**src/shared/uart_ext_pkg.sv**
```systemverilog
/*
  constants, states and carriers shared by the serial port extension block
  and its baud generator; assumes one system clock domain
*/
package uart_ext_pkg;

  // ****************************************
  // widths and reset values
  // ****************************************
  localparam int unsigned    PHASE_W        = 16;
  localparam int unsigned    ACC_W          = 17;
  localparam logic [16:0]    ACC_RESET      = 17'h0_0000;
  localparam logic [4:0]     PRESCALE_RESET = 5'h00;
  localparam logic           MULT_SEL_RESET = 1'b0;

  // ****************************************
  // serial modes
  // ****************************************
  localparam logic [1:0]     MODE_1         = 2'h1;
  localparam logic [1:0]     MODE_2         = 2'h2;
  localparam logic [1:0]     MODE_3         = 2'h3;

  // ****************************************
  // reserved command bytes
  // ****************************************
  localparam logic [7:0]     CMD_ARM_BYTE   = 8'hFE;
  localparam logic [7:0]     CMD_SOFT_POR   = 8'hFE;
  localparam logic [7:0]     CMD_PROG_REQ   = 8'hFD;
  localparam logic [7:0]     BREAK_DATA     = 8'h00;

  // ****************************************
  // baud prescale terminal counts
  // ****************************************
  // modes 1/3: accumulator carries per 16x tick (2^19 / 2^16 slow, 2^17 / 2^16 fast)
  localparam logic [4:0]     ACC_DIV_SLOW   = 5'h07;
  localparam logic [4:0]     ACC_DIV_FAST   = 5'h01;
  // mode 2: system cycles per 16x tick
  localparam logic [4:0]     OSC_DIV_SLOW   = 5'h01;
  localparam logic [4:0]     OSC_DIV_FAST   = 5'h00;
  // reference oscillator that the sample settings assume
  localparam int unsigned    REF_CLK_HZ     = 978656;
  localparam logic [15:0]    INC_9600_FAST  = 16'h505B;

  // ****************************************
  // types
  // ****************************************
  typedef enum logic [1:0] {CMD_IDLE, CMD_BRK1, CMD_ARMED, CMD_BRK2} cmd_state_e;

  typedef struct packed {
    logic [7:0] data;
    logic       bit9;
    logic       stop_ok;
  } rx_word_s;

  typedef struct packed {
    logic rx;
    logic tx;
  } irq_src_s;

endpackage : uart_ext_pkg

```
**src/verilog/uart_baud_gen.sv**
```systemverilog
/*
  16x sampling tick generator: direct divider in mode 2, phase accumulator
  in modes 1 and 3; assumes synchronous control inputs
*/
`timescale 1ns/1ns
module uart_baud_gen
  import uart_ext_pkg::*;
(
  input  wire logic                sys_clk,
  input  wire logic                rst_n,
  input  wire logic                enable,
  input  wire logic [1:0]          serial_mode,
  input  wire logic                mult_sel,
  input  wire logic [PHASE_W-1:0]  phase_inc,
  output logic                     baud_tick
);

  // ****************************************
  // accumulator and prescaler
  // ****************************************
  logic [ACC_W-1:0] acc_q, acc_d;
  logic [4:0]       pre_q, pre_d;
  logic             tick_d;
  logic             step;
  logic [4:0]       term;

  always_comb
  begin
    acc_d  = ACC_RESET;
    pre_d  = pre_q;
    tick_d = 1'b0;
    step   = 1'b0;
    term   = mult_sel ? OSC_DIV_FAST : OSC_DIV_SLOW;
    if (!enable)
    begin
      pre_d = PRESCALE_RESET;
    end
    else
    begin
      if (serial_mode == MODE_2)
      begin
        step = 1'b1;
      end
      else
      begin
        acc_d = {1'b0, acc_q[PHASE_W-1:0]} + {1'b0, phase_inc};
        step  = acc_q[ACC_W-1];
        term  = mult_sel ? ACC_DIV_FAST : ACC_DIV_SLOW;
      end
      if (step)
      begin
        if (pre_q >= term)
        begin
          pre_d  = PRESCALE_RESET;
          tick_d = 1'b1;
        end
        else
        begin
          pre_d = pre_q + 5'h01;
        end
      end
    end
  end

  always_ff @(posedge sys_clk or negedge rst_n)
  begin
    if (!rst_n)
    begin
      acc_q     <= ACC_RESET;
      pre_q     <= PRESCALE_RESET;
      baud_tick <= 1'b0;
    end
    else
    begin
      acc_q     <= acc_d;
      pre_q     <= pre_d;
      baud_tick <= tick_d;
    end
  end
endmodule : uart_baud_gen

```
**src/verilog/uart_addr_filter_irq_baudgen.sv**
```systemverilog
/*
  serial port extensions: multiprocessor address filter, masked receive and
  transmit interrupt flags, reserved break-framed command detector and baud
  tick generation. assumes a frame receiver that reports each received word
  as a one-cycle strobe with its stop status, and a transmitter that pulses
  when a word has gone out; all inputs synchronous to sys_clk.

// Overview of operation
// - filter on: ninth bit flags address
// - address word compared, interrupt only on match
// - non-matching addresses raise no receive interrupt
// - software holds an 8-bit own address
// - zero mask bits are don't-care
// - also match broadcast: own OR mask
// - masks enable receive and transmit interrupts
// - pending equals done flag AND mask
// - accepted word sets receive done flag
// - clearing receive flag clears its pending
// - sent word sets transmit flag; clear drops it
// - break, FEh, break, command arms command
// - other traffic cancels pending command
// - command FEh requests full soft reset
// - command FDh requests program loading
// - mode 2 rate from oscillator divide
// - modes 1/3 add increment into accumulator
// - modes 1/3 rate increment*clock/2^23, times four
// - tick is sixteen times bit rate
// - multiplier select clears on reset
// - settings assume 978.656 kHz clock
// - accepted nine-bit word loads ninth bit
// - missing stop bit raises framing error
*/
`timescale 1ns/1ns
module uart_addr_filter_irq_baudgen
(
  input  wire logic                             sys_clk,
  input  wire logic                             rst_n,
  input  wire logic                             baud_gen_enable,
  input  wire logic [1:0]                       serial_mode,
  input  wire logic                             baud_mult_wr,
  input  wire logic                             baud_mult_wdata,
  input  wire logic [uart_ext_pkg::PHASE_W-1:0] phase_increment_reg,
  input  wire logic                             address_filter_enable,
  input  wire logic [7:0]                       own_address_reg,
  input  wire logic [7:0]                       address_mask_reg,
  input  wire logic                             rx_irq_mask,
  input  wire logic                             tx_irq_mask,
  input  wire logic                             rx_word_valid,
  input  wire uart_ext_pkg::rx_word_s           rx_word,
  input  wire logic                             tx_word_done,
  input  wire logic                             rx_done_clr,
  input  wire logic                             tx_done_clr,
  input  wire logic                             framing_error_clr,
  output logic                                  baud_tick,
  output logic                                  baud_multiplier_sel,
  output logic                                  rx_done_flag,
  output logic                                  tx_done_flag,
  output logic                                  rx_irq_pending,
  output logic                                  tx_irq_pending,
  output uart_ext_pkg::irq_src_s                irq_source_reg,
  output logic [7:0]                            rx_byte,
  output logic                                  rx_ninth_bit,
  output logic                                  framing_error_flag,
  output logic                                  soft_reset_req,
  output logic                                  prog_load_req
);
  import uart_ext_pkg::*;

  // ****************************************
  // baud generation
  // ****************************************
  logic mult_sel_d;

  always_comb
  begin
    mult_sel_d = baud_mult_wr ? baud_mult_wdata : baud_multiplier_sel;
  end

  always_ff @(posedge sys_clk or negedge rst_n)
  begin
    if (!rst_n)
    begin
      baud_multiplier_sel <= MULT_SEL_RESET;
    end
    else
    begin
      baud_multiplier_sel <= mult_sel_d;
    end
  end

  // reference rate for settings such as 505Bh at 9600 baud
  uart_baud_gen u_baud (
    .sys_clk     (sys_clk),
    .rst_n       (rst_n),
    .enable      (baud_gen_enable),
    .serial_mode (serial_mode),
    .mult_sel    (baud_multiplier_sel),
    .phase_inc   (phase_increment_reg),
    .baud_tick   (baud_tick)
  );

  // ****************************************
  // address filter
  // ****************************************
  logic       nine_bit;
  logic       is_break;
  logic       addr_hit;
  logic       bcast_hit;
  logic [7:0] bcast;
  logic       accept;

  always_comb
  begin
    nine_bit  = (serial_mode == MODE_2) || (serial_mode == MODE_3);
    is_break  = !rx_word.stop_ok && (rx_word.data == BREAK_DATA);
    addr_hit  = ((rx_word.data ^ own_address_reg) & address_mask_reg) == 8'h00;
    bcast     = own_address_reg | address_mask_reg;
    bcast_hit = ((rx_word.data ^ bcast) & bcast) == 8'h00;
    accept    = rx_word_valid && !rx_done_flag;
    if (address_filter_enable)
    begin
      if (nine_bit)
      begin
        accept = accept && rx_word.bit9 && (addr_hit || bcast_hit);
      end
      else
      begin
        accept = accept && rx_word.stop_ok;
      end
    end
  end

  // ****************************************
  // receive side flags
  // ****************************************
  logic       rx_done_d;
  logic       ferr_d;
  logic [7:0] rx_byte_d;
  logic       rx_ninth_d;

  always_comb
  begin
    rx_done_d  = rx_done_flag;
    ferr_d     = framing_error_flag;
    rx_byte_d  = rx_byte;
    rx_ninth_d = rx_ninth_bit;
    if (rx_done_clr)
    begin
      rx_done_d = 1'b0;
    end
    if (accept)
    begin
      rx_done_d  = 1'b1;
      rx_byte_d  = rx_word.data;
      rx_ninth_d = rx_word.bit9;
    end
    if (framing_error_clr)
    begin
      ferr_d = 1'b0;
    end
    if (rx_word_valid && !rx_word.stop_ok)
    begin
      ferr_d = 1'b1;
    end
  end

  always_ff @(posedge sys_clk or negedge rst_n)
  begin
    if (!rst_n)
    begin
      rx_done_flag       <= 1'b0;
      framing_error_flag <= 1'b0;
      rx_byte            <= 8'h00;
      rx_ninth_bit       <= 1'b0;
    end
    else
    begin
      rx_done_flag       <= rx_done_d;
      framing_error_flag <= ferr_d;
      rx_byte            <= rx_byte_d;
      rx_ninth_bit       <= rx_ninth_d;
    end
  end

  // ****************************************
  // transmit flag and interrupt pending
  // ****************************************
  logic     tx_done_d;
  irq_src_s pend_d;

  always_comb
  begin
    tx_done_d = tx_done_flag;
    if (tx_done_clr)
    begin
      tx_done_d = 1'b0;
    end
    if (tx_word_done)
    begin
      tx_done_d = 1'b1;
    end
    pend_d.rx = rx_done_d && rx_irq_mask;
    pend_d.tx = tx_done_d && tx_irq_mask;
  end

  always_ff @(posedge sys_clk or negedge rst_n)
  begin
    if (!rst_n)
    begin
      tx_done_flag   <= 1'b0;
      rx_irq_pending <= 1'b0;
      tx_irq_pending <= 1'b0;
      irq_source_reg <= '0;
    end
    else
    begin
      tx_done_flag   <= tx_done_d;
      rx_irq_pending <= pend_d.rx;
      tx_irq_pending <= pend_d.tx;
      irq_source_reg <= pend_d;
    end
  end

  // ****************************************
  // reserved command detector
  // ****************************************
  cmd_state_e cmd_q, cmd_d;
  logic       por_d;
  logic       prog_d;

  // a break is the host holding the line low until framing fails
  always_comb
  begin
    cmd_d  = cmd_q;
    por_d  = 1'b0;
    prog_d = 1'b0;
    if (rx_word_valid)
    begin
      case (cmd_q)
        CMD_IDLE:
        begin
          cmd_d = is_break ? CMD_BRK1 : CMD_IDLE;
        end
        CMD_BRK1:
        begin
          if (is_break)
          begin
            cmd_d = CMD_BRK1;
          end
          else if (rx_word.stop_ok && rx_word.data == CMD_ARM_BYTE)
          begin
            cmd_d = CMD_ARMED;
          end
          else
          begin
            cmd_d = CMD_IDLE;
          end
        end
        CMD_ARMED:
        begin
          cmd_d = is_break ? CMD_BRK2 : CMD_IDLE;
        end
        CMD_BRK2:
        begin
          if (is_break)
          begin
            cmd_d = CMD_BRK1;
          end
          else
          begin
            cmd_d  = CMD_IDLE;
            por_d  = rx_word.stop_ok && rx_word.data == CMD_SOFT_POR;
            prog_d = rx_word.stop_ok && rx_word.data == CMD_PROG_REQ;
          end
        end
        default:
        begin
          cmd_d = CMD_IDLE;
        end
      endcase
    end
  end

  always_ff @(posedge sys_clk or negedge rst_n)
  begin
    if (!rst_n)
    begin
      cmd_q          <= CMD_IDLE;
      soft_reset_req <= 1'b0;
      prog_load_req  <= 1'b0;
    end
    else
    begin
      cmd_q          <= cmd_d;
      soft_reset_req <= por_d;
      prog_load_req  <= prog_d;
    end
  end
endmodule : uart_addr_filter_irq_baudgen

```
**config.mk**
```make
export PLATFORM = sky130hd
export DESIGN_NAME = uart_addr_filter_irq_baudgen
export DESIGN_NICKNAME = d
export VERILOG_FILES = /design/src/shared/uart_ext_pkg.sv /design/src/verilog/uart_baud_gen.sv /design/src/verilog/uart_addr_filter_irq_baudgen.sv
export SDC_FILE = /design/constraint.sdc
export NUM_CORES = 1
export LEC_CHECK = 0
export ABC_AREA = 1
export BUFFER_PORTS_ARGS = -buffer_cell sky130_fd_sc_hd__buf_2
export CAP_MARGIN = 25
export CELL_PAD_IN_SITES_DETAIL_PLACEMENT = 0
export CELL_PAD_IN_SITES_GLOBAL_PLACEMENT = 2
export CORE_MARGIN = 1.5
export CORE_UTILIZATION = 26
export DETAILED_ROUTE_END_ITERATION = 10
export PLACE_DENSITY = 0.77
export SLEW_MARGIN = 20
export SYNTH_ARGS = -nofsm -noshare
export SYNTH_HDL_FRONTEND = slang
export SYNTH_SLANG_ARGS = --single-unit
```
**constraint.sdc**
```tcl
create_clock -name sys_clk -period 1.8 [get_ports sys_clk]
set_clock_uncertainty 0.1 [all_clocks]
set_input_delay 0.27 -clock sys_clk [delete_from_list [all_inputs] [get_ports sys_clk]]
set_output_delay 0.27 -clock sys_clk [all_outputs]
set_load 0.01 [all_outputs]
```
==> implementation parameters, run 1 <==
Parameter                              Value

Global routing
  Number of antenna violations at the first check in global routing ... 0
  Overflow left after global routing ... 0
  Wire length of the first global-routing pass ... 12.3 mm
  Global-route total usage across every layer ... 13.8%
  Pin count of the biggest net entering global routing ... 21
  Vias in the first global route ... 2,682

Die
  Horizontal die dimension ... 105 um
  Initial standard-cell utilization of the core ... 27.2%
  Number of top-level pins ... 77
  Core ar. ... 0.00991 sq mm
  Cell row count ... 36
  Die Area ... 0.0110 sq mm
  Overall die height ... 105 um

Timing
  Endpoints failing setup ... 0
  Worst-margin pin slew ... 0.490 ns
  Highest Clock Rate ... 568 MHz
  Least setup slack across all paths after layout ... 0.0380 ns
  Number of pins exceeding their max-slew limit in the final report ... 0
  Fin. Hold Viols ... 0
  Tcrit/Tclk final ... 97.9%
  Post-layout min period ... 1.76 ns
  Unrepaired setup endpoints after global routing ... true
  Slew HR ... 67.3%

Worst setup path
  CP required ... 1.92 ns
  Maximum fanout along the worst path ... 3
  Type of destination of the critical path ... flip-flop
  Class of the most critical setup path ... reg -> reg
  Data arrival time at the worst-slack endpoint ... 1.88 ns
  Element type at the critical path start ... flip-flop
  Slack of the worst reg-to-reg path ... 0.04 ns
  Startpoint of the worst-slack reg-to-reg timing path ... u_baud.acc_q[0]
  Termination of the worst setup path ... u_baud.acc_q[12]
  R2R Path End ... u_baud.acc_q[12]
  Worst setup path start ... u_baud.acc_q[0]
  Worst r2r path cells ... 11

Clocking
  H-tree lvl count ... 2
  TritonCTS clock tree ... built
  Clock edge transition at the registers on the reported setup and hold paths ... 0.10 ns
  Clock sinks ... 42
  Clk root buf ... clkbuf_8
  Insertion delay to the later sink of the worst-skew pair ... 0.30 ns
  CTS Buffer Depth ... 2
  TritonCTS buffer count ... 5

Synthesis
  Avg Synthesized Cell Area ... 7.31 sq um
  Proportion of register bits with asynchronous set or reset after synthesis ... 100%
  Dominant combinational cell family by area after synthesis ... simple AND/OR/NAND/NOR gates
  Net count after synthesis ... 446
  Sequential element share of the synthesized area ... 39.1%
  Distinct cell type count after synthesis ... 29
  Complex-gate fraction of the synthesized area ... 14.3%
  Number of flops mapped to enable cells by yosys ... 0
  Count of state elements after synthesis ... 42
  Synthesized-area fraction occupied by adder cells ... 10.0%
  Area leader, netlist ... dfrtp_1
  Share of synthesized area spent on multiplexers ... 0%
  Yosys warns ... 0
  Post-Syn Area ... 0.00269 sq mm
  Synth Area in Simple Gates ... 26.9%
  Dominant cells by area after synthesis ... dfrtp_1 (39%), nand2_1 (14%), ha_1 (9.3%)
  Leading register cell type out of synthesis ... dfrtp_1
  Share of the synthesized area in the top cell type ... 39.1%
  Cell count after synthesis ... 368
  Xor-xnor portion of the synthesized cell area ... 0.651%

Placement
  Placer congestion estimate ... 0.763
  Final HPWL DP ... 5.90 mm
  Number of buffer cells added on primary ports ... 76
  Place WS ... -0.237 ns

Drt
  Drt pass-1 iters ... 6
  Count of unresolved DRC violations after routing ... 0
  WL/cell ... 11.9 um
  Via count of the routed design ... 2,696
  Overall routed net length ... 7.21 mm
  DR iter-0 viols ... 90
  Count of nets left with antenna violations after detail routing ... 0
  Mean number of vias per cell ... 4.43

Finish
  Top library cells by usage in the layout, fill and taps aside ... nand2_1 (96), buf_2 (76), inv_1 (53), dfrtp_1 (42), nand3_1 (28)
  Filler Cell Count ... 1,109
  Flip-flop count of the largest register after layout ... 17
  Register name with the most flops ... u_baud.acc_q
  Final cell utilization of the core ... 36.5%
  Area Growth Syn to Fin ... 34.4%
  Most common library cell in the layout ignoring fill and taps ... nand2_1
  Fraction of final layout cells sized beyond drive strength 1 ... 28.8%
  Number of diodes added for antenna fixing ... 0
  Leading registers by flop count ... u_baud.acc_q: 17 flops, rx_byte: 8 flops, u_baud.pre_q: 5 flops
  # nets final ... 552

Outcome
  Result of the run ... complete, no violations

Power
  Internal power ... 1.92 mW
  Sw Ratio ... 34.9%
  Worst IR drop on VDD ... 352 uV
  Cell area power density ... 815 mW/mm^2
  Combinational Power Share ... 35.0%
  Sequential Power Share ... 38.4%
  Relative contribution of the clock network to total power ... 26.5%
  Cell leakage power ... 2.00 nW
  Switching component of the power ... 1.03 mW

Flow run
  Max-capacitance violation count ... 0

Worst hold path
  Worst hold-check path type ... in -> reg
## per-layer routing
layer	global-route usage [%]	up-vias	wire length [um]
met5	0	-	0
met4	3.23	0	67
met3	2.68	4	399
met2	23.6	72	3480
met1	17.7	1217	3270
li1	-	1403	-
## worst max-delay path, cell delays in order, from the launching register on
cell and delay [ns]:
dfrtp_1 0.34, ha_2 0.18, inv_2 0.04, fa_2 0.33, inv_2 0.07, nand3_2 0.08
nand2_4 0.10, buf_4 0.10, nand4_1 0.08, nand2_2 0.11, o21ai_1 0.06, a21oi_1 0.11
## through the flow
stage          total power [mW]  setup TNS (ns)  cells  area, sq um  hold WS, ns
6_report                   2.95               0    608         3620       0.0461
5_1_grt                    3.19          -0.387    608         3620       0.0465
4_1_cts                    2.93               0    605         3530       0.0413
3_5_place_dp               2.11           -1.53    595         3370        0.167
3_3_place_gp               2.10           -1.14    595         3370        0.181
2_1_floorplan              1.70               0    368         2690       -0.126
## worst min path at each step
stage                 startpoint                   to  cells after the start
2_1_floorplan              rst_n  baud_multiplier_sel                      0
3_3_place_gp               rst_n      u_baud.acc_q[4]                      1
3_5_place_dp               rst_n      u_baud.acc_q[4]                      1
4_1_cts        framing_error_clr   framing_error_flag                      2
5_1_grt        framing_error_clr   framing_error_flag                      2
6_report       framing_error_clr   framing_error_flag                      2
## power by group through the flow
| stage | logic, mW | registers (mW) | clock network (mW) |
|---|---|---|---|
| after floorplan | 0.539 | 1.16 | 0 |
| after global placement | 0.953 | 1.14 | 0 |
| after detailed placement | 0.962 | 1.15 | 0 |
| after CTS | 0.988 | 1.13 | 0.811 |
| after global routing | 1.18 | 1.15 | 0.859 |
| final | 1.03 | 1.13 | 0.782 |
## cell type report
| cell class | instances | area, sq um | area share [%] |
|---|---|---|---|
| Sequential cell | 42 | 1050 | 29.1 |
| Clock inverter | 3 | 45.0 | 1.25 |
| Inverter | 57 | 214 | 5.92 |
| Multi-Input combinational cell | 265 | 1490 | 41.1 |
| Tap cell | 133 | 166 | 4.60 |
| Timing Repair Buffer | 103 | 586 | 16.2 |
| Clock buffer | 5 | 68.8 | 1.90 |
## cell usage after synthesis, types with 2 or more instances
| library cell | number |
|---|---|
| o21a_1 | 2 |
| nand4_1 | 4 |
| a21boi_0 | 4 |
| nor3_1 | 6 |
| ha_1 | 20 |
| dfrtp_1 | 42 |
| o21ai_0 | 25 |
| buf_4 | 2 |
| nor2_1 | 29 |
| a21oi_1 | 30 |
| nand3_1 | 29 |
| inv_1 | 57 |
| nand2_1 | 101 |
| nor4_1 | 2 |
## logic make-up after synthesis
logic type | count (synthesis)
compound gates | 68
simple gates | 174
buf+inv | 61
xor+xnor | 2
fa+ha+maj | 21
flops | 42
## repair_timing
action / in CTS / in global routing
resized for setup: 7 / 25
pin swaps: 2 / 8
hold buffers: 1 / 0
gates cloned: 0 / 0
setup endpoints to repair: 8 / 13
endpoints found under the hold margin: 17 / 0
buffers inserted: 1 / 3
Note: power is estimated with default switching activity, not from simulation.
==> run 2, diff against run 1 <==
BUFFER_PORTS_ARGS = -buffer_cell sky130_fd_sc_hd__buf_4   (was -buffer_cell sky130_fd_sc_hd__buf_2)
CORE_ASPECT_RATIO = 0.75   (was unset)
==> implementation parameters, run 2 (same netlist as run 1, synthesis figures left out) <==
Parameter                              Value

Outcome
  Result of the run ... complete, no violations

Global routing
  Vias in the first global route ... 2,384
  Global-route total usage across every layer ... 14.4%
  Wire length of the first global-routing pass ... 12.4 mm
  Number of antenna violations at the first check in global routing ... 0
  Overflow left after global routing ... 0
  Pin count of the biggest net entering global routing ... 43

Drt
  Drt pass-1 iters ... 4
  Mean number of vias per cell ... 4.38
  Count of nets left with antenna violations after detail routing ... 0
  WL/cell ... 12.7 um
  Via count of the routed design ... 2,618
  Count of unresolved DRC violations after routing ... 0
  Overall routed net length ... 7.60 mm
  DR iter-0 viols ... 98

Die
  Overall die height ... 91.1 um
  Horizontal die dimension ... 120 um
  Number of top-level pins ... 77
  Cell row count ... 31
  Die Area ... 0.0110 sq mm
  Initial standard-cell utilization of the core ... 27.3%
  Core ar. ... 0.00985 sq mm

Placement
  Post-place instance area ... 0.00352 sq mm
  Place WS ... -0.134 ns
  Cell count after placement ... 588
  Placer congestion estimate ... 0.794
  Final HPWL DP ... 6.16 mm
  Number of buffer cells added on primary ports ... 76

Timing
  Unrepaired setup endpoints after global routing ... true
  Final setup TNS ... 0 ns
  Slew HR ... 62.6%
  Endpoints failing setup ... 0
  Tcrit/Tclk final ... 98.5%
  Number of pins exceeding their max-slew limit in the final report ... 0
  Highest Clock Rate ... 564 MHz
  Post-route worst hold slack ... 0.0755 ns
  Worst-margin pin slew ... 0.561 ns
  Least setup slack across all paths after layout ... 0.0265 ns
  Fin. Hold Viols ... 0
  Post-layout min period ... 1.77 ns

Clocking
  TritonCTS clock tree ... built
  CTS Buffer Depth ... 2
  TritonCTS buffer count ... 5
  Clock sinks ... 42
  Insertion delay to the later sink of the worst-skew pair ... 0.29 ns
  Clock edge transition at the registers on the reported setup and hold paths ... 0.06 ns
  Clk root buf ... clkbuf_16
  H-tree lvl count ... 2

Finish
  Filler Cell Count ... 1,064
  Top library cells by usage in the layout, fill and taps aside ... nand2_1 (95), buf_4 (94), inv_1 (53), dfrtp_1 (42)
  Layout Cell Area excl Fill ... 0.00378 sq mm
  Post-route insts no fill ... 598
  Fraction of final layout cells sized beyond drive strength 1 ... 27.0%
  Storage cell area ... 0.00105 sq mm
  Register name with the most flops ... u_baud.acc_q
  # nets final ... 544
  Leading registers by flop count ... u_baud.acc_q: 17 flops, rx_byte: 8 flops, u_baud.pre_q: 5 flops
  Area Growth Syn to Fin ... 40.4%
  Flip-flop count of the largest register after layout ... 17
  Final cell utilization of the core ... 38.3%
  Number of diodes added for antenna fixing ... 0
  Area taken by multi-input logic gates ... 0.00146 sq mm
  Most common library cell in the layout ignoring fill and taps ... nand2_1

Flow run
  Max-capacitance violation count ... 0

Worst setup path
  Worst-path cell chain ... ha_2 -> inv_2 -> fa_2 -> inv_2 -> nand3_2 -> nand2_2 -> buf_4 -> nand4_1 -> nand2_2 -> o21ai_0 -> a21oi_1
  Critical path's slowest cell ... fa_2
  Data arrival time at the worst-slack endpoint ... 1.88 ns
  Cell family with the largest share of critical-path delay ... adder cells
  Element type at the critical path start ... flip-flop
  CP required ... 1.91 ns
  Type of destination of the critical path ... flip-flop
  Maximum fanout along the worst path ... 3
  Class of the most critical setup path ... reg -> reg
  Delay of the slowest critical-path stage ... 0.34 ns
  Combined buffer and inverter count along the critical path ... 3

Power
  Cell leakage power ... 2.05 nW
  Power after layout ... 3.25 mW
  Worst IR drop on VDD ... 291 uV
  Cell area power density ... 860 mW/mm^2

Worst hold path
  Worst hold-check path type ... in -> reg
## run 2: cell types whose count changed in the layout (fill, tap and decap cells not counted), moves of 4 or more
cell / previous run / this run
buf_4: 26 / 94
clkbuf_8: 5 / 1
clkbuf_16: 0 / 5
buf_2: 76 / 0
## run 2: final cells by class
cell class / count / share of cell area (%)
Multi-Input combinational cell: 265 / 38.7
Sequential cell: 42 / 27.8
Timing Repair Buffer: 95 / 18.9
Inverter: 57 / 5.66
Tap cell: 132 / 4.37
Clock buffer: 6 / 3.68
Clock inverter: 1 / 0.795
## run 2: what timing repair did
action / 4_1_cts / 5_1_grt
gates resized for setup: 8 / 18
pin swaps: 3 / 8
setup endpoints to repair: 7 / 15
setup buffers: 0 / 2
hold buffers: 1 / 0
cloned: 0 / 0
hold endpoints to repair: 42 / 0
## run 2: final timing paths
| path | start | endpoint | slack, ns | cells past startpoint |
|---|---|---|---|---|
| setup / recovery | u_baud.acc_q[0] | u_baud.acc_q[12] | 0.03 | 11 |
| hold / removal | framing_error_clr | framing_error_flag | 0.08 | 2 |
| setup reg to reg | u_baud.acc_q[0] | u_baud.acc_q[12] | 0.03 | 11 |
| hold reg to reg | rx_byte[0] | rx_byte[0] | 0.37 | 2 |
| max in group asynchronous | rst_n | irq_source_reg[0] | 0.80 | 2 |
| min in group asynchronous | rst_n | u_baud.acc_q[8] | 0.43 | 2 |
## run 2: per-layer routing
metal	global-route usage, %	wire [um]	share of wire, %	vias up
li1	-	-	-	1389
met1	23.1	4090	54	1173
met2	19.2	3100	41	51
met3	2.70	348	4.6	5
met4	3.53	63	0.83	0
met5	0	0	0	-
## run 2: where the power goes
group	switching [mW]	total [mW]	internal, mW
registers	0.0663	1.13	1.07
logic	0.590	1.06	0.474
clock network	0.366	1.05	0.685
